[config.mk]
export PLATFORM = sky130hd
export DESIGN_NAME = dac_channel_control_register
export DESIGN_NICKNAME = d
export VERILOG_FILES = /design/src/hw/dac_ctrl_pkg.sv /design/src/hw/dac_trigger_unit.sv /design/src/hw/dac_wave_unit.sv /design/src/hw/dac_channel_control_register.sv
export SDC_FILE = /design/constraint.sdc
export NUM_CORES = 1
export LEC_CHECK = 0
export ABC_AREA = 1
export BUFFER_PORTS_ARGS = -buffer_cell sky130_fd_sc_hd__buf_4
export CAP_MARGIN = 30
export CORE_ASPECT_RATIO = 1.5
export CORE_MARGIN = 2
export CORE_UTILIZATION = 53
export CTS_CLUSTER_DIAMETER = 200
export CTS_CLUSTER_SIZE = 40
export DETAILED_ROUTE_END_ITERATION = 7
export GPL_TIMING_DRIVEN = 0
export HOLD_SLACK_MARGIN = 0.15
export PLACE_DENSITY_LB_ADDON = 0.12
export RECOVER_POWER = 25
export SLEW_MARGIN = 20
export SYNTH_ARGS = -nofsm -noshare
export SYNTH_HDL_FRONTEND = slang
export SYNTH_HIERARCHICAL = 1
export SYNTH_SLANG_ARGS = --single-unit
[constraint.sdc]
create_clock -name ref_clk -period 2.9 [get_ports ref_clk]
set_input_delay 0.58 -clock ref_clk [delete_from_list [all_inputs] [get_ports ref_clk]]
set_output_delay 0.58 -clock ref_clk [all_outputs]
set_load 0.01 [all_outputs]
[src/hw/dac_ctrl_pkg.sv]
// Constants and types shared by the converter control block.
package dac_ctrl_pkg;

	// ****************************************
	// Register offsets
	// ****************************************
	localparam logic [7:0] CONTROL_OFFSET = 8'h00; // Control register.
	localparam logic [7:0] SOFTWARE_TRIGGER_BIT_OFFSET = 8'h04; // Software trigger bits.
	localparam logic [7:0] CH1_HELD_OFFSET = 8'h08; // Channel 1 held data.
	localparam logic [7:0] CH2_HELD_OFFSET = 8'h0c; // Channel 2 held data.
	localparam logic [7:0] CH1_OUT_OFFSET = 8'h10; // Channel 1 output value.
	localparam logic [7:0] CH2_OUT_OFFSET = 8'h14; // Channel 2 output value.

	// ****************************************
	// Field layout and reset values
	// ****************************************
	localparam int CH1_FIELD_LSB = 0; // Channel 1 fields start here.
	localparam int CH2_FIELD_LSB = 16; // Channel 2 fields start here.
	localparam int CH_FIELD_WIDTH = 13; // Bits per channel field group.
	localparam int CH2_DMA_BIT = 28; // Channel 2 DMA request enable.
	localparam logic [31:0] CONTROL_WRITE_MASK = 32'h1fff_1fff; // Writable bits.
	localparam logic [31:0] CONTROL_RESET = 32'h0000_0000; // Control reset.
	localparam logic [11:0] HELD_RESET = 12'h000; // Held data reset.
	localparam logic [11:0] NOISE_PRELOAD = 12'haaa; // Noise register seed.
	localparam logic [3:0] MASK_FULL_CODE = 4'hb; // Codes from here pass 12 bits.

	// ****************************************
	// Timing counts in clock cycles
	// ****************************************
	localparam int HW_TRIGGER_DELAY_CYCLES = 3; // Timer or line trigger.
	localparam int SW_TRIGGER_DELAY_CYCLES = 1; // Software trigger.

	// Wave generator modes.
	typedef enum logic [1:0] {
		WAVE_OFF = 2'b00,
		WAVE_NOISE = 2'b01,
		WAVE_TRIANGLE = 2'b10,
		WAVE_TRIANGLE_ALT = 2'b11
	} wave_mode_t;

	// Defined trigger source codes; other codes select nothing.
	localparam logic [2:0] TSEL_TIMER_A = 3'h1;
	localparam logic [2:0] TSEL_TIMER_B = 3'h4;
	localparam logic [2:0] TSEL_TIMER_C = 3'h5;
	localparam logic [2:0] TSEL_EXT_LINE9 = 3'h6;
	localparam logic [2:0] TSEL_SOFTWARE = 3'h7;

	// Triangle counter direction.
	typedef enum logic {
		TRI_UP = 1'b0,
		TRI_DOWN = 1'b1
	} tri_dir_t;

	// One channel's control fields, in register bit order.
	typedef struct packed {
		logic dma_request_enable;
		logic [3:0] mask_amplitude_select;
		wave_mode_t wave_generator_select;
		logic [2:0] trigger_source_select;
		logic trigger_enable;
		logic output_buffer_disable;
		logic channel_enable;
	} ch_ctrl_t;

	// Hardware trigger inputs.
	typedef struct packed {
		logic ext_line9;
		logic timer_c;
		logic timer_b;
		logic timer_a;
	} trig_src_t;

endpackage : dac_ctrl_pkg

[src/hw/dac_trigger_unit.sv]
// Trigger source selection, edge detection and delay for one channel.
`timescale 1ns/10ps
module dac_trigger_unit (
	input wire logic ref_clk,
	input wire logic reset_n,
	input wire logic [2:0] trigger_source_select,
	input wire logic trigger_enable,
	input wire dac_ctrl_pkg::trig_src_t sources,
	input wire logic software_trigger_bit,
	output logic fire,
	output logic hw_fire
);
	localparam int STAGES = dac_ctrl_pkg::HW_TRIGGER_DELAY_CYCLES - 1;

	logic src_level; // Level of the selected hardware source.
	logic src_prev_reg; // Level one cycle earlier.
	logic [STAGES-1:0] pipe_reg; // Delay line for hardware edges.
	logic edge_seen; // Rising edge on the selected source.

	// Pick the hardware source; reserved codes select nothing.
	always_comb begin
		case (trigger_source_select)
			dac_ctrl_pkg::TSEL_TIMER_A: src_level = sources.timer_a;
			dac_ctrl_pkg::TSEL_TIMER_B: src_level = sources.timer_b;
			dac_ctrl_pkg::TSEL_TIMER_C: src_level = sources.timer_c;
			dac_ctrl_pkg::TSEL_EXT_LINE9: src_level = sources.ext_line9;
			default: src_level = 1'b0;
		endcase
	end

	// Remember the previous level for edge detection.
	always_ff @(posedge ref_clk) begin
		if (!reset_n) begin
			src_prev_reg <= 1'b0;
		end else begin
			src_prev_reg <= src_level;
		end
	end

	assign edge_seen = trigger_enable && src_level && !src_prev_reg;

	// Delay the edge so the output loads three edges after it.
	always_ff @(posedge ref_clk) begin
		if (!reset_n) begin
			pipe_reg <= '0;
		end else begin
			pipe_reg <= {pipe_reg[STAGES-2:0], edge_seen};
		end
	end

	assign hw_fire = pipe_reg[STAGES-1];
	// Software trigger acts in the cycle after its bit is set.
	assign fire = hw_fire || (trigger_enable && software_trigger_bit
		&& trigger_source_select == dac_ctrl_pkg::TSEL_SOFTWARE);

	property p_edge_delay;
		@(posedge ref_clk) disable iff (!reset_n)
		edge_seen |-> ##2 hw_fire;
	endproperty
	a_edge_delay: assert property (p_edge_delay) else $error("edge not delayed by two");

endmodule : dac_trigger_unit

[src/hw/dac_wave_unit.sv]
// Noise and triangle generator with masking for one channel.
`timescale 1ns/10ps
module dac_wave_unit (
	input wire logic ref_clk,
	input wire logic reset_n,
	input wire dac_ctrl_pkg::wave_mode_t wave_generator_select,
	input wire logic [3:0] mask_amplitude_select,
	input wire logic step,
	input wire logic [11:0] held_data_value,
	output logic [11:0] wave_sum
);
	logic [11:0] pseudo_random_register; // Noise shift register.
	logic [11:0] tri_count_reg; // Triangle counter.
	dac_ctrl_pkg::tri_dir_t tri_dir_reg; // Triangle direction.
	logic [11:0] mask; // Unmasked bits, also the triangle peak.
	logic [11:0] wave_add; // Value added to the held data.
	logic [12:0] full_sum; // Sum with carry.
	logic feedback; // Noise feedback bit.

	// Code n passes bits n..0; large codes pass all twelve.
	assign mask = (mask_amplitude_select >= dac_ctrl_pkg::MASK_FULL_CODE) ? 12'hfff
		: 12'((13'h002 << mask_amplitude_select) - 13'h001);

	// Noise register: twelve-bit shift with feedback taps.
	assign feedback = pseudo_random_register[11] ^ pseudo_random_register[5]
		^ pseudo_random_register[3] ^ pseudo_random_register[0];
	always_ff @(posedge ref_clk) begin
		if (!reset_n || wave_generator_select == dac_ctrl_pkg::WAVE_OFF) begin
			pseudo_random_register <= dac_ctrl_pkg::NOISE_PRELOAD;
		end else if (step && wave_generator_select == dac_ctrl_pkg::WAVE_NOISE) begin
			if (pseudo_random_register == 12'h000) begin
				pseudo_random_register <= 12'h001;
			end else begin
				pseudo_random_register <= {pseudo_random_register[10:0], feedback};
			end
		end
	end

	// Triangle counter: up to the peak, down to zero, repeat.
	always_ff @(posedge ref_clk) begin
		if (!reset_n || wave_generator_select == dac_ctrl_pkg::WAVE_OFF) begin
			tri_count_reg <= 12'h000;
			tri_dir_reg <= dac_ctrl_pkg::TRI_UP;
		end else if (step && wave_generator_select[1]) begin
			case (tri_dir_reg)
				dac_ctrl_pkg::TRI_UP: begin
					if (tri_count_reg >= mask) begin
						tri_dir_reg <= dac_ctrl_pkg::TRI_DOWN;
						tri_count_reg <= tri_count_reg - 12'h001;
					end else begin
						tri_count_reg <= tri_count_reg + 12'h001;
					end
				end
				dac_ctrl_pkg::TRI_DOWN: begin
					if (tri_count_reg == 12'h000) begin
						tri_dir_reg <= dac_ctrl_pkg::TRI_UP;
						tri_count_reg <= 12'h001;
					end else begin
						tri_count_reg <= tri_count_reg - 12'h001;
					end
				end
				default: tri_dir_reg <= dac_ctrl_pkg::TRI_UP;
			endcase
		end
	end

	// Select what is added; the upper mode bit alone means triangle.
	always_comb begin
		if (wave_generator_select[1]) begin
			wave_add = tri_count_reg;
		end else if (wave_generator_select == dac_ctrl_pkg::WAVE_NOISE) begin
			wave_add = pseudo_random_register & mask;
		end else begin
			wave_add = 12'h000;
		end
	end

	assign full_sum = {1'b0, held_data_value} + {1'b0, wave_add};
	assign wave_sum = full_sum[11:0];

	property p_no_lockup;
		@(posedge ref_clk) disable iff (!reset_n)
		step && wave_generator_select == dac_ctrl_pkg::WAVE_NOISE |=> pseudo_random_register != 12'h000;
	endproperty
	a_no_lockup: assert property (p_no_lockup) else $error("noise register stuck at zero");

	property p_tri_up;
		@(posedge ref_clk) disable iff (!reset_n)
		step && wave_generator_select[1] && tri_dir_reg == dac_ctrl_pkg::TRI_UP
			&& tri_count_reg < mask |=> tri_count_reg == $past(tri_count_reg) + 12'h001;
	endproperty
	a_tri_up: assert property (p_tri_up) else $error("triangle failed to count up");

	property p_noise_mask;
		@(posedge ref_clk) disable iff (!reset_n)
		wave_generator_select == dac_ctrl_pkg::WAVE_NOISE
			&& mask_amplitude_select < dac_ctrl_pkg::MASK_FULL_CODE
			|-> (wave_add >> (mask_amplitude_select + 4'h1)) == 12'h000;
	endproperty
	a_noise_mask: assert property (p_noise_mask) else $error("noise passes masked bits");

	property p_off_reset;
		@(posedge ref_clk) disable iff (!reset_n)
		wave_generator_select == dac_ctrl_pkg::WAVE_OFF |=> tri_count_reg == 12'h000
			|| wave_generator_select != dac_ctrl_pkg::WAVE_OFF;
	endproperty
	a_off_reset: assert property (p_off_reset) else $error("off mode left counter running");

endmodule : dac_wave_unit

[src/hw/dac_channel_control_register.sv]
// Control register and output path of the two-channel converter.
`timescale 1ns/10ps

// Overview of operation
// - DMA enable bit gates channel DMA requests.
// - Mask field: noise width or triangle peak.
// - Code n passes n..0; eleven up all.
// - Mode 00 stops and resets both generators.
// - Mode 01 adds masked noise to data.
// - Upper mode bit set selects triangle generator.
// - Codes 001, 100, 101 pick three timers.
// - 110 picks external line, 111 software bit.
// - Trigger enabled: output loads three cycles after a hardware edge.
// - Trigger disabled: output follows data next cycle.
// - Fields read back and reset to zero.
// - Hardware sources act on rising edges.
// - Software trigger updates next cycle, self-clears.
// - Triangle counts up to peak, down, repeats.
// - Noise seeds 0xaaa and never sticks zero.
module dac_channel_control_register (
	input wire logic ref_clk,
	input wire logic reset_n,
	input wire logic [7:0] reg_addr,
	input wire logic [31:0] reg_wdata,
	input wire logic reg_write,
	input wire logic reg_read,
	output logic [31:0] reg_rdata,
	input wire dac_ctrl_pkg::trig_src_t trigger_sources,
	output logic [11:0] ch1_output_value,
	output logic [11:0] ch2_output_value,
	output logic ch1_dma_request,
	output logic ch2_dma_request,
	output dac_ctrl_pkg::ch_ctrl_t ch1_control,
	output dac_ctrl_pkg::ch_ctrl_t ch2_control
);

	// ****************************************
	// Storage
	// ****************************************

	// Control register; only the field bits are ever set.
	logic [31:0] control_reg;

	// Software trigger bits, one per channel; they last one cycle.
	logic [1:0] software_trigger_bit_reg;

	// Held data for each channel.
	logic [11:0] held_data_reg [2];

	// Output value of each channel.
	logic [11:0] output_value_reg [2];

	// DMA request pulse of each channel.
	logic [1:0] dma_request_reg;

	// Read data register, valid the cycle after a read strobe.
	logic [31:0] rdata_reg;

	// Read data selected from the address.
	logic [31:0] rdata_next;

	// Decoded field groups of each channel.
	dac_ctrl_pkg::ch_ctrl_t ch_ctrl [2];

	// Update strobe from the trigger path of each channel.
	logic [1:0] fire;

	// Hardware trigger strobe of each channel, for DMA.
	logic [1:0] hw_fire;

	// Held data with the wave added, per channel.
	logic [11:0] wave_sum [2];

	// Write strobes per register.
	logic wr_control;
	logic wr_software_trigger_bit;
	logic wr_held1;
	logic wr_held2;

	// ****************************************
	// Address decode
	// ****************************************

	// Each write strobe hits at most one register.
	// Unmapped offsets raise no strobe, so such writes are lost.
	assign wr_control = reg_write && reg_addr == dac_ctrl_pkg::CONTROL_OFFSET;
	assign wr_software_trigger_bit = reg_write && reg_addr == dac_ctrl_pkg::SOFTWARE_TRIGGER_BIT_OFFSET;
	assign wr_held1 = reg_write && reg_addr == dac_ctrl_pkg::CH1_HELD_OFFSET;
	assign wr_held2 = reg_write && reg_addr == dac_ctrl_pkg::CH2_HELD_OFFSET;

	// ****************************************
	// Control register
	// ****************************************

	// Writes keep only field bits, so reserved bits stay zero.
	// Software cannot set bits 31:29 or 15:13 by any write.
	always_ff @(posedge ref_clk) begin
		if (!reset_n) begin
			control_reg <= dac_ctrl_pkg::CONTROL_RESET;
		end else if (wr_control) begin
			control_reg <= reg_wdata & dac_ctrl_pkg::CONTROL_WRITE_MASK;
		end
	end

	// Both channels use the same field order at their own offset.
	assign ch_ctrl[0] = dac_ctrl_pkg::ch_ctrl_t'(
		control_reg[dac_ctrl_pkg::CH1_FIELD_LSB +: dac_ctrl_pkg::CH_FIELD_WIDTH]);
	assign ch_ctrl[1] = dac_ctrl_pkg::ch_ctrl_t'(
		control_reg[dac_ctrl_pkg::CH2_FIELD_LSB +: dac_ctrl_pkg::CH_FIELD_WIDTH]);

	// The field groups drive the analog controls directly.
	assign ch1_control = ch_ctrl[0];
	assign ch2_control = ch_ctrl[1];

	// ****************************************
	// Software trigger
	// ****************************************

	// A written one lasts one cycle, then hardware clears it.
	// A new write in the clearing cycle keeps the bit set.
	always_ff @(posedge ref_clk) begin
		if (!reset_n) begin
			software_trigger_bit_reg <= 2'h0;
		end else if (wr_software_trigger_bit) begin
			software_trigger_bit_reg <= reg_wdata[1:0];
		end else begin
			software_trigger_bit_reg <= 2'h0;
		end
	end

	// ****************************************
	// Held data
	// ****************************************

	// Held data take the low twelve bits of a write.
	// The upper bits of the word carry nothing and are dropped.
	always_ff @(posedge ref_clk) begin
		if (!reset_n) begin
			held_data_reg[0] <= dac_ctrl_pkg::HELD_RESET;
			held_data_reg[1] <= dac_ctrl_pkg::HELD_RESET;
		end else begin
			if (wr_held1) begin
				held_data_reg[0] <= reg_wdata[11:0];
			end
			if (wr_held2) begin
				held_data_reg[1] <= reg_wdata[11:0];
			end
		end
	end

	// ****************************************
	// Channel trigger and wave paths
	// ****************************************

	for (genvar ch = 0; ch < 2; ch++) begin : g_channel

		// Trigger selection, edge detection and delay.
		dac_trigger_unit u_trigger (
			.ref_clk(ref_clk),
			.reset_n(reset_n),
			.trigger_source_select(ch_ctrl[ch].trigger_source_select),
			.trigger_enable(ch_ctrl[ch].trigger_enable),
			.sources(trigger_sources),
			.software_trigger_bit(software_trigger_bit_reg[ch]),
			.fire(fire[ch]),
			.hw_fire(hw_fire[ch])
		);

		// Noise and triangle generator.
		dac_wave_unit u_wave (
			.ref_clk(ref_clk),
			.reset_n(reset_n),
			.wave_generator_select(ch_ctrl[ch].wave_generator_select),
			.mask_amplitude_select(ch_ctrl[ch].mask_amplitude_select),
			.step(fire[ch]),
			.held_data_value(held_data_reg[ch]),
			.wave_sum(wave_sum[ch])
		);

		// Output value: follows held data, or loads on a trigger.
		// Clearing the trigger enable hands the output back to held data.
		always_ff @(posedge ref_clk) begin
			if (!reset_n) begin
				output_value_reg[ch] <= dac_ctrl_pkg::HELD_RESET;
			end else if (!ch_ctrl[ch].trigger_enable) begin
				output_value_reg[ch] <= held_data_reg[ch];
			end else if (fire[ch]) begin
				output_value_reg[ch] <= wave_sum[ch];
			end
		end

		// A hardware trigger raises a DMA request if enabled.
		// A software trigger never asks for DMA.
		always_ff @(posedge ref_clk) begin
			if (!reset_n) begin
				dma_request_reg[ch] <= 1'b0;
			end else begin
				dma_request_reg[ch] <= hw_fire[ch] && ch_ctrl[ch].dma_request_enable;
			end
		end
	end

	assign ch1_output_value = output_value_reg[0];
	assign ch2_output_value = output_value_reg[1];
	assign ch1_dma_request = dma_request_reg[0];
	assign ch2_dma_request = dma_request_reg[1];

	// ****************************************
	// Register read
	// ****************************************

	// Unmapped addresses read zero.
	// Output values are read-only; writes to their offsets do nothing.
	always_comb begin
		case (reg_addr)
			dac_ctrl_pkg::CONTROL_OFFSET: rdata_next = control_reg;
			dac_ctrl_pkg::SOFTWARE_TRIGGER_BIT_OFFSET: rdata_next = {30'h0, software_trigger_bit_reg};
			dac_ctrl_pkg::CH1_HELD_OFFSET: rdata_next = {20'h0, held_data_reg[0]};
			dac_ctrl_pkg::CH2_HELD_OFFSET: rdata_next = {20'h0, held_data_reg[1]};
			dac_ctrl_pkg::CH1_OUT_OFFSET: rdata_next = {20'h0, output_value_reg[0]};
			dac_ctrl_pkg::CH2_OUT_OFFSET: rdata_next = {20'h0, output_value_reg[1]};
			default: rdata_next = 32'h0;
		endcase
	end

	// Read data stand only in the cycle after the strobe.
	// Zero between reads keeps stale data off the bus.
	always_ff @(posedge ref_clk) begin
		if (!reset_n) begin
			rdata_reg <= 32'h0;
		end else if (reg_read) begin
			rdata_reg <= rdata_next;
		end else begin
			rdata_reg <= 32'h0;
		end
	end

	assign reg_rdata = rdata_reg;

	// ****************************************
	// Checks
	// ****************************************

	// DMA requests only while enabled.
	property p_dma_gate;
		@(posedge ref_clk) disable iff (!reset_n)
		ch2_dma_request |-> $past(control_reg[dac_ctrl_pkg::CH2_DMA_BIT]) && $past(hw_fire[1]);
	endproperty
	a_dma_gate: assert property (p_dma_gate) else $error("DMA request while disabled");

	// A timer edge loads the output three edges later.
	property p_timer_delay;
		@(posedge ref_clk) disable iff (!reset_n)
		ch_ctrl[1].trigger_enable && ch_ctrl[1].trigger_source_select == dac_ctrl_pkg::TSEL_TIMER_A
			&& trigger_sources.timer_a && !$past(trigger_sources.timer_a) && !wr_control
			&& !$past(wr_control) |-> ##2 fire[1];
	endproperty
	a_timer_delay: assert property (p_timer_delay) else $error("timer edge not acted on");

	// An external line edge loads the output value three edges later.
	property p_line_load;
		@(posedge ref_clk) disable iff (!reset_n)
		ch_ctrl[1].trigger_enable && ch_ctrl[1].trigger_source_select
			== dac_ctrl_pkg::TSEL_EXT_LINE9 && $rose(trigger_sources.ext_line9)
			&& !wr_control && !$past(wr_control) ##1 !wr_control[*2]
			|=> ch2_output_value == $past(wave_sum[1]);
	endproperty
	a_line_load: assert property (p_line_load) else $error("line trigger load wrong");

	// Without trigger the output copies held data a cycle later.
	property p_follow;
		@(posedge ref_clk) disable iff (!reset_n)
		!ch_ctrl[1].trigger_enable |=> ch2_output_value == $past(held_data_reg[1]);
	endproperty
	a_follow: assert property (p_follow) else $error("output did not follow data");

	// Control writes read back with reserved bits cleared.
	property p_readback;
		@(posedge ref_clk) disable iff (!reset_n)
		wr_control ##1 (reg_read && reg_addr == dac_ctrl_pkg::CONTROL_OFFSET && !reg_write)
			|=> reg_rdata == ($past(reg_wdata, 2) & dac_ctrl_pkg::CONTROL_WRITE_MASK);
	endproperty
	a_readback: assert property (p_readback) else $error("control readback mismatch");

	// Reserved bits never hold a one.
	property p_reserved;
		@(posedge ref_clk) disable iff (!reset_n)
		wr_control |=> control_reg[31:29] == 3'h0 && control_reg[15:13] == 3'h0;
	endproperty
	a_reserved: assert property (p_reserved) else $error("reserved bit set");

	// The software trigger bit clears itself.
	property p_sw_clear;
		@(posedge ref_clk) disable iff (!reset_n)
		software_trigger_bit_reg[1] && !wr_software_trigger_bit |=> !software_trigger_bit_reg[1];
	endproperty
	a_sw_clear: assert property (p_sw_clear) else $error("software trigger stuck");

	// A selected software trigger loads the output next edge.
	property p_sw_load;
		@(posedge ref_clk) disable iff (!reset_n)
		software_trigger_bit_reg[1] && ch_ctrl[1].trigger_enable
			&& ch_ctrl[1].trigger_source_select == dac_ctrl_pkg::TSEL_SOFTWARE
			|=> ch2_output_value == $past(wave_sum[1]);
	endproperty
	a_sw_load: assert property (p_sw_load) else $error("software trigger load wrong");

	// Channel 1 fields sit in the low half.
	property p_mirror;
		@(posedge ref_clk) disable iff (!reset_n)
		wr_control |=> ch1_control.trigger_enable == $past(reg_wdata[2])
			&& ch2_control.trigger_enable == $past(reg_wdata[18]);
	endproperty
	a_mirror: assert property (p_mirror) else $error("field placement wrong");

	// Unmapped reads return zero.
	property p_unmapped;
		@(posedge ref_clk) disable iff (!reset_n)
		reg_read && reg_addr > dac_ctrl_pkg::CH2_OUT_OFFSET |=> reg_rdata == 32'h0;
	endproperty
	a_unmapped: assert property (p_unmapped) else $error("unmapped read not zero");

	// Channel 1 requests follow its own enable bit only.
	property p_ch1_dma_gate;
		@(posedge ref_clk) disable iff (!reset_n)
		ch1_dma_request |-> $past(control_reg[dac_ctrl_pkg::CH1_FIELD_LSB
			+ dac_ctrl_pkg::CH_FIELD_WIDTH - 1]) && $past(hw_fire[0]);
	endproperty
	a_ch1_dma_gate: assert property (p_ch1_dma_gate) else $error("ch1 DMA while disabled");

	// Channel 1 copies its held data a cycle later too.
	property p_ch1_follow;
		@(posedge ref_clk) disable iff (!reset_n)
		!ch_ctrl[0].trigger_enable |=> ch1_output_value == $past(held_data_reg[0]);
	endproperty
	a_ch1_follow: assert property (p_ch1_follow) else $error("ch1 did not follow data");

	// A software trigger alone never raises a DMA request.
	property p_sw_no_dma;
		@(posedge ref_clk) disable iff (!reset_n)
		software_trigger_bit_reg[1] && !hw_fire[1] |=> !ch2_dma_request;
	endproperty
	a_sw_no_dma: assert property (p_sw_no_dma) else $error("software trigger raised DMA");

endmodule : dac_channel_control_register

# Yosys cells after proc, flatten, opt, wreduce, memory -nomap -nowiden
# Memory sizes are Yosys's and may differ from the RTL's.
# Index checks and enable logic that the tools add are counted.
[word_totals]
mem_count = 2
ff_bits = 118
ram_bits = 48
in_bits = 48
[memory_table]
columns = ["name", "words", "width", "rd", "rd_ports_with_merged_regs", "wr", "line", "source"]
rows = [
  ["held_data_reg", 2, 12, 2, 0, 2, "dac_channel_control_register.sv:48", "logic [11:0] held_data_reg [2];"],
  ["output_value_reg", 2, 12, 2, 0, 2, "dac_channel_control_register.sv:51", "logic [11:0] output_value_reg [2];"],
]
[classes]
reduce_logical = 34
eq_ne = 17
shifts = 2
n_addsub = 8
mux = 50
order_cmp = 4
bitwise = 16
[ops]
columns = ["operator", "n"]
rows = [
  ["12-bit two-way mux", 18],
  ["29-bit one-hot mux with 6 select lines", 1],
  ["12-bit zero test", 4],
  ["12-bit one-hot mux with 2 select lines", 2],
  ["12-bit by 1-bit subtractor with 12-bit output (second input constant)", 4],
  ["1-bit two-way mux", 25],
  ["12-bit by 1-bit adder with 12-bit output (second input constant)", 2],
  ["12-bit adder", 2],
  ["12-bit AND", 2],
  ["3-bit equality test (second input constant)", 8],
  ["12-bit greater-or-equal comparator", 2],
  ["2-bit by 4-bit left shift with 12-bit output (first input constant)", 2],
  ["1-bit logical AND", 18],
  ["8-bit by 4-bit equality test with 1-bit output (second input constant)", 2],
  ["8-bit by 5-bit equality test with 1-bit output (second input constant)", 2],
  ["8-bit by 3-bit equality test with 1-bit output (second input constant)", 1],
  ["4-bit greater-or-equal comparator (second input constant)", 2],
  ["8-bit zero test", 1],
  ["1-bit one-hot mux with 4 select lines", 2],
  ["3-bit by 1-bit equality test with 1-bit output (second input constant)", 2],
  ["1-bit OR", 6],
  ["1-bit bitwise XOR", 6],
  ["2-bit by 1-bit equality test with 1-bit output (second input constant)", 2],
  ["2-bit zero test", 2],
  ["other kinds (5)", 13],
]

# Longest topological paths before layout
# Gate-level depths: netlist (run 1).
[logic_depth]
word_depth = 8
ltp_mapped = 24

# Modules after synthesis
# The synthesis (run 1) kept the hierarchy.
[by_module_without_submodules]
columns = ["mod", "instances", "seq_area_each_um2", "cells_per_inst", "area_per_inst_um2"]
rows = [
  ["dac_channel_control_register", 1, 2562.5, 499, 4362.9],
  ["dac_wave_unit at g_channel[0].u_wave", 1, 500.5, 422, 2732.6],
  ["dac_wave_unit at g_channel[1].u_wave", 1, 500.5, 421, 2662.6],
  ["dac_trigger_unit", 2, 60.1, 29, 175.2],
]

# Worst setup path after synthesis (run 1)
# OpenSTA, ideal clock, no wires.
[synth_path]
path_type = "register to register"
from = "register control_reg[25]"
to = "memory output_value_reg[1][9], data pin"
path_slack_ns = -0.070
synth_period_minus_slack_ns = 2.970
n_path_buf = 1
required_time_ns = 2.641
setup_ns = 0.259
arrival_ns = 2.711
stages_incl_launch_ff = 19
cell_sequence = "dfxtp_1 buf_2 nor2_1 inv_1 nor2_1 inv_1 ha_1 nand2_1 inv_1 o32ai_1 ha_1 a21oi_1 nand2_1 a21boi_1 o21ai_0 a21oi_1 xnor2_1 o21ai_0 a21oi_1"
[synth_lines]
columns = ["item", "line", "source"]
rows = [
  ["from (decl)", "dac_channel_control_register.sv:42", "logic [31:0] control_reg;"],
  ["from (signal assigned)", "dac_channel_control_register.sv:99", "control_reg <= dac_ctrl_pkg::CONTROL_RESET;"],
  ["from (signal assigned)", "dac_channel_control_register.sv:101", "control_reg <= reg_wdata & dac_ctrl_pkg::CONTROL_WRITE_MASK;"],
  ["to (decl)", "dac_channel_control_register.sv:51", ""],
]

# Worst setup path in the final report (run 1)
[layout_path]
from = "register control_reg[8]"
to = "register g_channel[0].u_wave.tri_count_reg[3]"
[layout_via]
elab_chain_len = 6
elab_cells_between_ends = 7
[layout_rtl]
columns = ["item", "line", "source"]
rows = [
  ["2-bit by 4-bit left shift with 12-bit output", "dac_wave_unit.sv:22", ": 12'((13'h002 << mask_amplitude_select) - 13'h001);"],
  ["12-bit by 1-bit subtractor with 12-bit output", "dac_wave_unit.sv:22", ""],
  ["12-bit two-way mux (*)", "dac_wave_unit.sv:21", "assign mask = (mask_amplitude_select >= dac_ctrl_pkg::MASK_FULL_CODE) ? 12'hfff"],
  ["12-bit greater-or-equal comparator (*)", "dac_wave_unit.sv:47", "if (tri_count_reg >= mask) begin"],
  ["12-bit two-way mux (*)", "dac_wave_unit.sv:47", ""],
  ["12-bit one-hot mux with 2 select lines (*)", "dac_wave_unit.sv:45", "case (tri_dir_reg)"],
  ["to (signal assigned)", "dac_wave_unit.sv:49", "tri_count_reg <= tri_count_reg - 12'h001;"],
  ["to (signal assigned)", "dac_wave_unit.sv:51", "tri_count_reg <= tri_count_reg + 12'h001;"],
  ["to (signal assigned)", "dac_wave_unit.sv:59", "tri_count_reg <= tri_count_reg - 12'h001;"],
  ["to (decl)", "dac_wave_unit.sv:13", "logic [11:0] tri_count_reg;"],
]
# Every way passes the cells marked *; elsewhere a longest branch is shown, timed or not.
# A chain may end at the register's enable or synchronous reset.

==> results of run 1 <==
[cell usage after synthesis (all sizes together) (2+ instances only)]
cell	number
a21o	7
a21oi	97
a221oi	2
a31oi	4
buf	30
clkbuf	18
clkinv	3
dfxtp	112
edfxtp	48
fa	2
ha	52
inv	193
nand2	268
nand3	133
nand3b	3
nand4	13
nor2	193
nor3	20
nor4	4
o211ai	4
o21ai	110
o21bai	2
o22ai	14
o32ai	9
or2	2
xnor2	9
xor2	43
[timing repair]
item | 4_1_cts | 5_1_grt
setup buffers | 42 | 13
hold endpoints to repair | 0 | 0
endpoints found under the setup margin | 42 | 32
pin swaps | 55 | 54
gates cloned | 0 | 1
gates resized for setup | 126 | 113
[logic make-up after synthesis]
logic type / Yosys count / share of synthesized area [%]
AO/OA/AOI/OAI: 253 / 13.7
XOR/XNOR: 52 / 4.51
adder cells (fa/ha/maj): 54 / 6.83
buffers and inverters: 244 / 10.1
flip-flops: 160 / 36.4
other: 1 / 0.0371
AND/OR/NAND/NOR: 636 / 28.4
[path summary, 6_finish.rpt]
path                                           start                                   end
setup reg to reg                      control_reg[8]  g_channel[0].u_wave/tri_count_reg[3]
hold / removal                         reg_wdata[26]                       control_reg[26]
setup / recovery                      control_reg[8]  g_channel[0].u_wave/tri_count_reg[3]
hold reg to reg   g_channel[1].u_trigger/pipe_reg[0]    g_channel[1].u_trigger/pipe_reg[1]
[tightest hold or removal path, delay by kind of cell]
family / cells / cell delay [ns]
AND/OR/NAND/NOR: 1 / 0.07
AO/OA/AOI/OAI: 1 / 0.05
buffers and inverters: 1 / 0.08
[layer usage]
metal  wire length, µm  track usage (%)  share of wire, %
met1             11800             34.1                33
met2             19200             61.6                54
met3              1970             5.19               5.6
met4              2530             20.9               7.1
met5                 0                0                 0
[power breakdown]
part | total (mW) | internal (mW) | switching [mW]
Clock | 2.12 | 1.17 | 0.950
Sequential | 2.39 | 2.34 | 0.0505
Combinational | 0.352 | 0.156 | 0.195
[through the flow]
stage          area [µm²]  utilization (%)  total power [mW]
2_1_floorplan       10100                -              2.58
6_report            13200             70.9              4.86
4_1_cts             12700             68.1              4.84
3_5_place_dp        11400             61.0              2.73
3_3_place_gp        11300             60.9              2.73
5_1_grt             13200             70.9              5.01
[cell type report]
type | count | area (µm²)
sequential | 160 | 3720
fill | 1611 | 5430
tap | 252 | 315
timing repair buffer | 177 | 1240
inverter | 196 | 753
multi-input combinational | 1001 | 6350
clock inverter | 11 | 78.8
buffer | 47 | 273
clock buffer | 20 | 469
==> flow_summary_export.csv, run 1 <==
group,metric,value,unit
power,p_per_area,369,nW/µm²
detailed_routing,antenna_left,0,
worst_setup_path,max_stage_delay,0.35,ns
finish,final_cells,1864,
hold_path,holdPathStages,3,
clock_tree,clockBufferDepth,2,
logic_synthesis,netlist_instances,1400,
logic_synthesis,synth-seq-area-share,36.4,%
finish,layout_commonest_cell,"nand2_1",
worst_setup_path,path_class,"flop to flop",
worst_setup_path,path_buf_inv,5,
sta,setup-tns-final,-0.533,ns
floorplan,ios,132,
sta,worst_hold_slack,0.382,ns
sta,fin_crit_sh,104,%
sta,slew_headroom,56.5,%
logic_synthesis,synth_flop_cell,"dfxtp_1",
worst_setup_path,cp.required,3.26,ns
global_routing,grt_pass1_wl,51900,µm
clock_tree,clk_latency,0.43,ns
place,dp.cells,1778,
floorplan,dieArea,20200,µm²
worst_setup_path,crit_path_top_delay_cell,"dfxtp_4",
finish,drive_above_1_share,26.7,%
clock_tree,clk_pin_slew,0.07,ns
logic_synthesis,avgSynthCellArea,7.22,µm²
finish,antenna_cells,0,
clock_tree,htreeDepth,4,
power,peakVddDrop,0.000317,V
worst_setup_path,cp_max_fo,5,
sta,rsz0062_at_grt,"yes",
global_routing,grt_usage,33.5,%
detailed_routing,drt_iter0_drc,791,
global_routing,gr-total-overflow,0,
worst_setup_path,critPathTopFamily,"simple AND/OR/NAND/NOR gates",
status,outcome,"complete, but fails checks",
finish,nNetsFinal,1702,
place,portBuffers,119,
logic_synthesis,synthTopCellsByArea,"dfxtp_1 (22%), edfxtp_1 (14%), nand2_1 (9.6%), inv_1 (6.6%), ha_1 (6.4%)",
place,place.gp.congestion,0.974,
logic_synthesis,ys_warn_count,6,
power,p_leak,5.88,nW
status,failed_checks,"setup timing",
global_routing,antenna_found_initial,0,
worst_setup_path,crit_top_cell,"nor2_4",
worst_setup_path,reg2reg_depth,20,
sta,skew,0.00907,ns
clock_tree,cts_num_sinks,160,
worst_setup_path,crit_path_end_kind,"flop",
logic_synthesis,synth_top_area_share,22.2,%
detailed_routing,drc,0,
sta,drv_slew,0,
logic_synthesis,synthesis.area,10100,µm²
floorplan,rows,61,
sta,setup_viol_count_final,13,
worst_setup_path,worstSetupStartpointType,"flop",
sta,hold_violations,0,
worst_setup_path,r2r_setup_slack,-0.11,ns
flow_run,drv_cap,0,
clock_tree,numCtsBuffers,17,
floorplan,start_util,54.3,%
sta,min_period,3.01,ns
sta,setup_ws,-0.114,ns
place,hpwl,25800,µm
logic_synthesis,ys_types,47,
floorplan,core,18600,µm²
detailed_routing,totalWireLength,35500,µm
global_routing,grt_start_max_net_pins,17,
floorplan,dieHeight,173,µm
place,place_ws,-0.970,ns
detailed_routing,via_count,10600,
detailed_routing,via_per_inst,5.67,
detailed_routing,dr.pass1.iters,7,
worst_setup_path,crit_chain,"inv_1 > nand2_2 > nor2_4 > inv_2 > ha_4 > inv_4 > a21oi_4 > nand3_4 > o21ai_4 > ha_4 > a21oi_2 > nor2_1 > nor3_2 > nand3_2 > nor2_4 > inv_4 > buf_6 > nor2_4 > nor2_1 > a21oi_1",
worst_setup_path,cp_num_cells,20,
worst_setup_path,critPathArrivalTime,3.37,ns
finish,area_growth_syn_to_layout,30.5,%
clock_tree,ctsHoldBuffers,0,
sta,clock.fmax,332,MHz
logic_synthesis,synth-edff-count,48,
clock_tree,cts_tree,"built",
hold_path,hold_class,"input pin to flop",
logic_synthesis,ys_seq_elements,160,
detailed_routing,wl_per_cell,19.0,µm
logic_synthesis,netlist.top_cell.by_area,"dfxtp_1",
logic_synthesis,async_flop_share,0,%
finish,layout_common_cells,"nand2_1 (243), inv_1 (165), buf_4 (154)",
floorplan,die_w,117,µm
sta,tightest_slew,0.651,ns
global_routing,grt_pass1_vias,10100,
clock_tree,cts-root-buf,"clkbuf_16",
Power figures use the tool's default switching activity.
==> inputs of run 2 (changes only) <==
- ABC_AREA: 1 -> not set
==> flow_summary_export.csv, run 2 <==
group,metric,value,unit
status,outcome,"complete, but fails checks",
status,failed_checks,"setup timing",
logic_synthesis,synth_most_common_cell,"nand2_1",
logic_synthesis,ys_warn_count,6,
detailed_routing,dr.pass1.iters,6,
floorplan,die_w,117,µm
clock_tree,clockBufferDepth,2,
floorplan,rows,61,
global_routing,antenna_found_initial,0,
worst_setup_path,critPathArrivalTime,3.89,ns
worst_setup_path,worstSetupStartpointType,"flop",
detailed_routing,via_count,10200,
place,portBuffers,118,
detailed_routing,wl_per_cell,22.4,µm
logic_synthesis,avgSynthCellArea,8.48,µm²
sta,drv_slew,0,
detailed_routing,via_per_inst,6.15,
clock_tree,clk_latency,0.43,ns
global_routing,grt_pass1_vias,9990,
logic_synthesis,async_flop_share,0,%
finish,antenna_cells,0,
logic_synthesis,ys_types,83,
finish,drive_above_1_share,26.0,%
detailed_routing,antenna_left,0,
sta,skew,0.00939,ns
detailed_routing,dr_wl_met3,2110,µm
floorplan,dieArea,20200,µm²
logic_synthesis,netlist_instances,1190,
floorplan,dieHeight,173,µm
finish,nNetsFinal,1495,
detailed_routing,totalWireLength,37100,µm
finish,area_growth_syn_to_layout,30.3,%
sta,hold_violations,0,
flow_run,drv_cap,0,
global_routing,gr-total-overflow,0,
worst_setup_path,cp_max_fo,8,
floorplan,ios,132,
sta,tightest_slew,1.07,ns
hold_path,hold_class,"input pin to flop",
logic_synthesis,synthTopCellsByArea,"dfxtp_1 (22%), edfxtp_1 (14%), nand2_1 (7.0%), ha_1 (6.4%), a21oi_1 (4.2%)",
clock_tree,htreeDepth,4,
clock_tree,numCtsBuffers,17,
floorplan,core,18600,µm²
detailed_routing,drt_iter0_drc,839,
logic_synthesis,synth.top_cells.by_count,"nand2_1 (188), dfxtp_1 (112), a21oi_1 (85), nor2_1 (76), nor2b_1 (57)",
power,power,4.97,mW
sta,setup_ws,-0.730,ns
floorplan,start_util,54.2,%
global_routing,grt_usage,36.3,%
logic_synthesis,synth_top_area_share,22.2,%
clock_tree,ctsHoldBuffers,0,
logic_synthesis,synth-edff-count,48,
clock_tree,clk_pin_slew,0.07,ns
clock_tree,cts-root-buf,"clkbuf_16",
finish,layout_common_cells,"nand2_1 (180), buf_4 (130), dfxtp_1 (104)",
power,peakVddDrop,0.000335,V
place,hpwl,27300,µm
logic_synthesis,ys_seq_elements,160,
sta,rsz0062_at_grt,"yes",
logic_synthesis,synthesis.area,10100,µm²
detailed_routing,drc,0,
logic_synthesis,netlist.top_cell.by_area,"dfxtp_1",
sta,fin_crit_sh,125,%
sta,min_period,3.63,ns
detailed_routing,m1WireLength,12000,µm
power,p_per_area,377,nW/µm²
worst_setup_path,path_class,"flop to flop",
clock_tree,cts_tree,"built",
worst_setup_path,cp.required,3.16,ns
power,p_leak,5.18,nW
sta,setup-tns-final,-20.64,ns
finish,layout_commonest_cell,"nand2_1",
sta,setup_viol_count_final,41,
global_routing,grt_pass1_wl,54900,µm
global_routing,grt_start_max_net_pins,17,
clock_tree,cts_num_sinks,160,
detailed_routing,highest_layer,"met4",
logic_synthesis,synth_flop_cell,"dfxtp_1",
sta,slew_headroom,28.3,%
detailed_routing,met2_wirelength,19200,µm
logic_synthesis,synth-seq-area-share,36.5,%
place,place.gp.congestion,0.981,
sta,clock.fmax,275,MHz
sta,worst_hold_slack,0.384,ns
worst_setup_path,crit_path_end_kind,"flop",
## run 2: path summary, 6_finish.rpt
check	startpoint	endpoint	slack, ns	cells past startpoint
setup reg to reg	control_reg[10]	g_channel[0].u_wave/tri_count_reg[3]	-0.73	17
hold / removal	reg_wdata[24]	control_reg[24]	0.38	3
setup / recovery	control_reg[10]	g_channel[0].u_wave/tri_count_reg[3]	-0.73	17
hold reg to reg	g_channel[1].u_trigger/pipe_reg[0]	g_channel[1].u_trigger/pipe_reg[1]	0.44	1
## run 2: layout make-up
type	count	area, µm²
Inverter	19	71.3
Clock inverter	13	149
Buffer	78	529
Tap cell	252	315
Timing Repair Buffer	180	1240
Multi-Input combinational cell	937	6700
Sequential cell	160	3710
Clock buffer	19	443
Fill cell	1585	5470
## run 2: cell families after synthesis
kind of cell	synth area share, %
buf+inv	4.56
simple gates	26.9
compound gates	19.0
fa+ha+maj	6.84
other cells	0.0371
flops	36.5
mux	2.78
xor+xnor	3.38
## run 2: routing by layer
layer,vias up,global-route usage (%)
met5,-,0
met4,0,29.8
met3,213,6.83
met2,500,64.5
met1,4789,35.0
li1,4697,-
## run 2: critical path, cell delays in order, from the launching register on
cell and delay (ns):
dfxtp_4 0.37, clkbuf_16 0.15, nor3_4 0.22, nand2_2 0.10
ha_4 0.18, buf_8 0.13, buf_4 0.13, a21oi_1 0.16
nand2_1 0.09, a21oi_2 0.21, ha_1 0.27, a21o_1 0.16
a21o_1 0.20, a211o_4 0.36, a21oi_4 0.24, buf_6 0.17
mux2i_2 0.22, a211oi_2 0.10
## run 2: stage by stage
stage | util (%) | setup WS (ns) | std cells | cell area [µm²]
final | 70.6 | -0.730 | 1658 | 13200
after global routing | 70.6 | -0.809 | 1658 | 13200
after CTS | 69.6 | -0.679 | 1642 | 13000
after detailed placement | 62.2 | -1.16 | 1567 | 11600
after global placement | 62.2 | -1.14 | 1565 | 11600
after floorplan | - | -0.394 | 1195 | 10400
## run 2: what timing repair did
item / CTS / global route
setup buffers: 42 / 17
pin swaps: 71 / 50
gates resized for setup: 94 / 56
endpoints found under the setup margin: 42 / 42
cloned: 2 / 0
## run 2: power breakdown
group	total (mW)	switching, mW	internal (mW)
registers	2.37	0.0385	2.33
logic	0.319	0.168	0.151
clock network	2.28	0.967	1.31
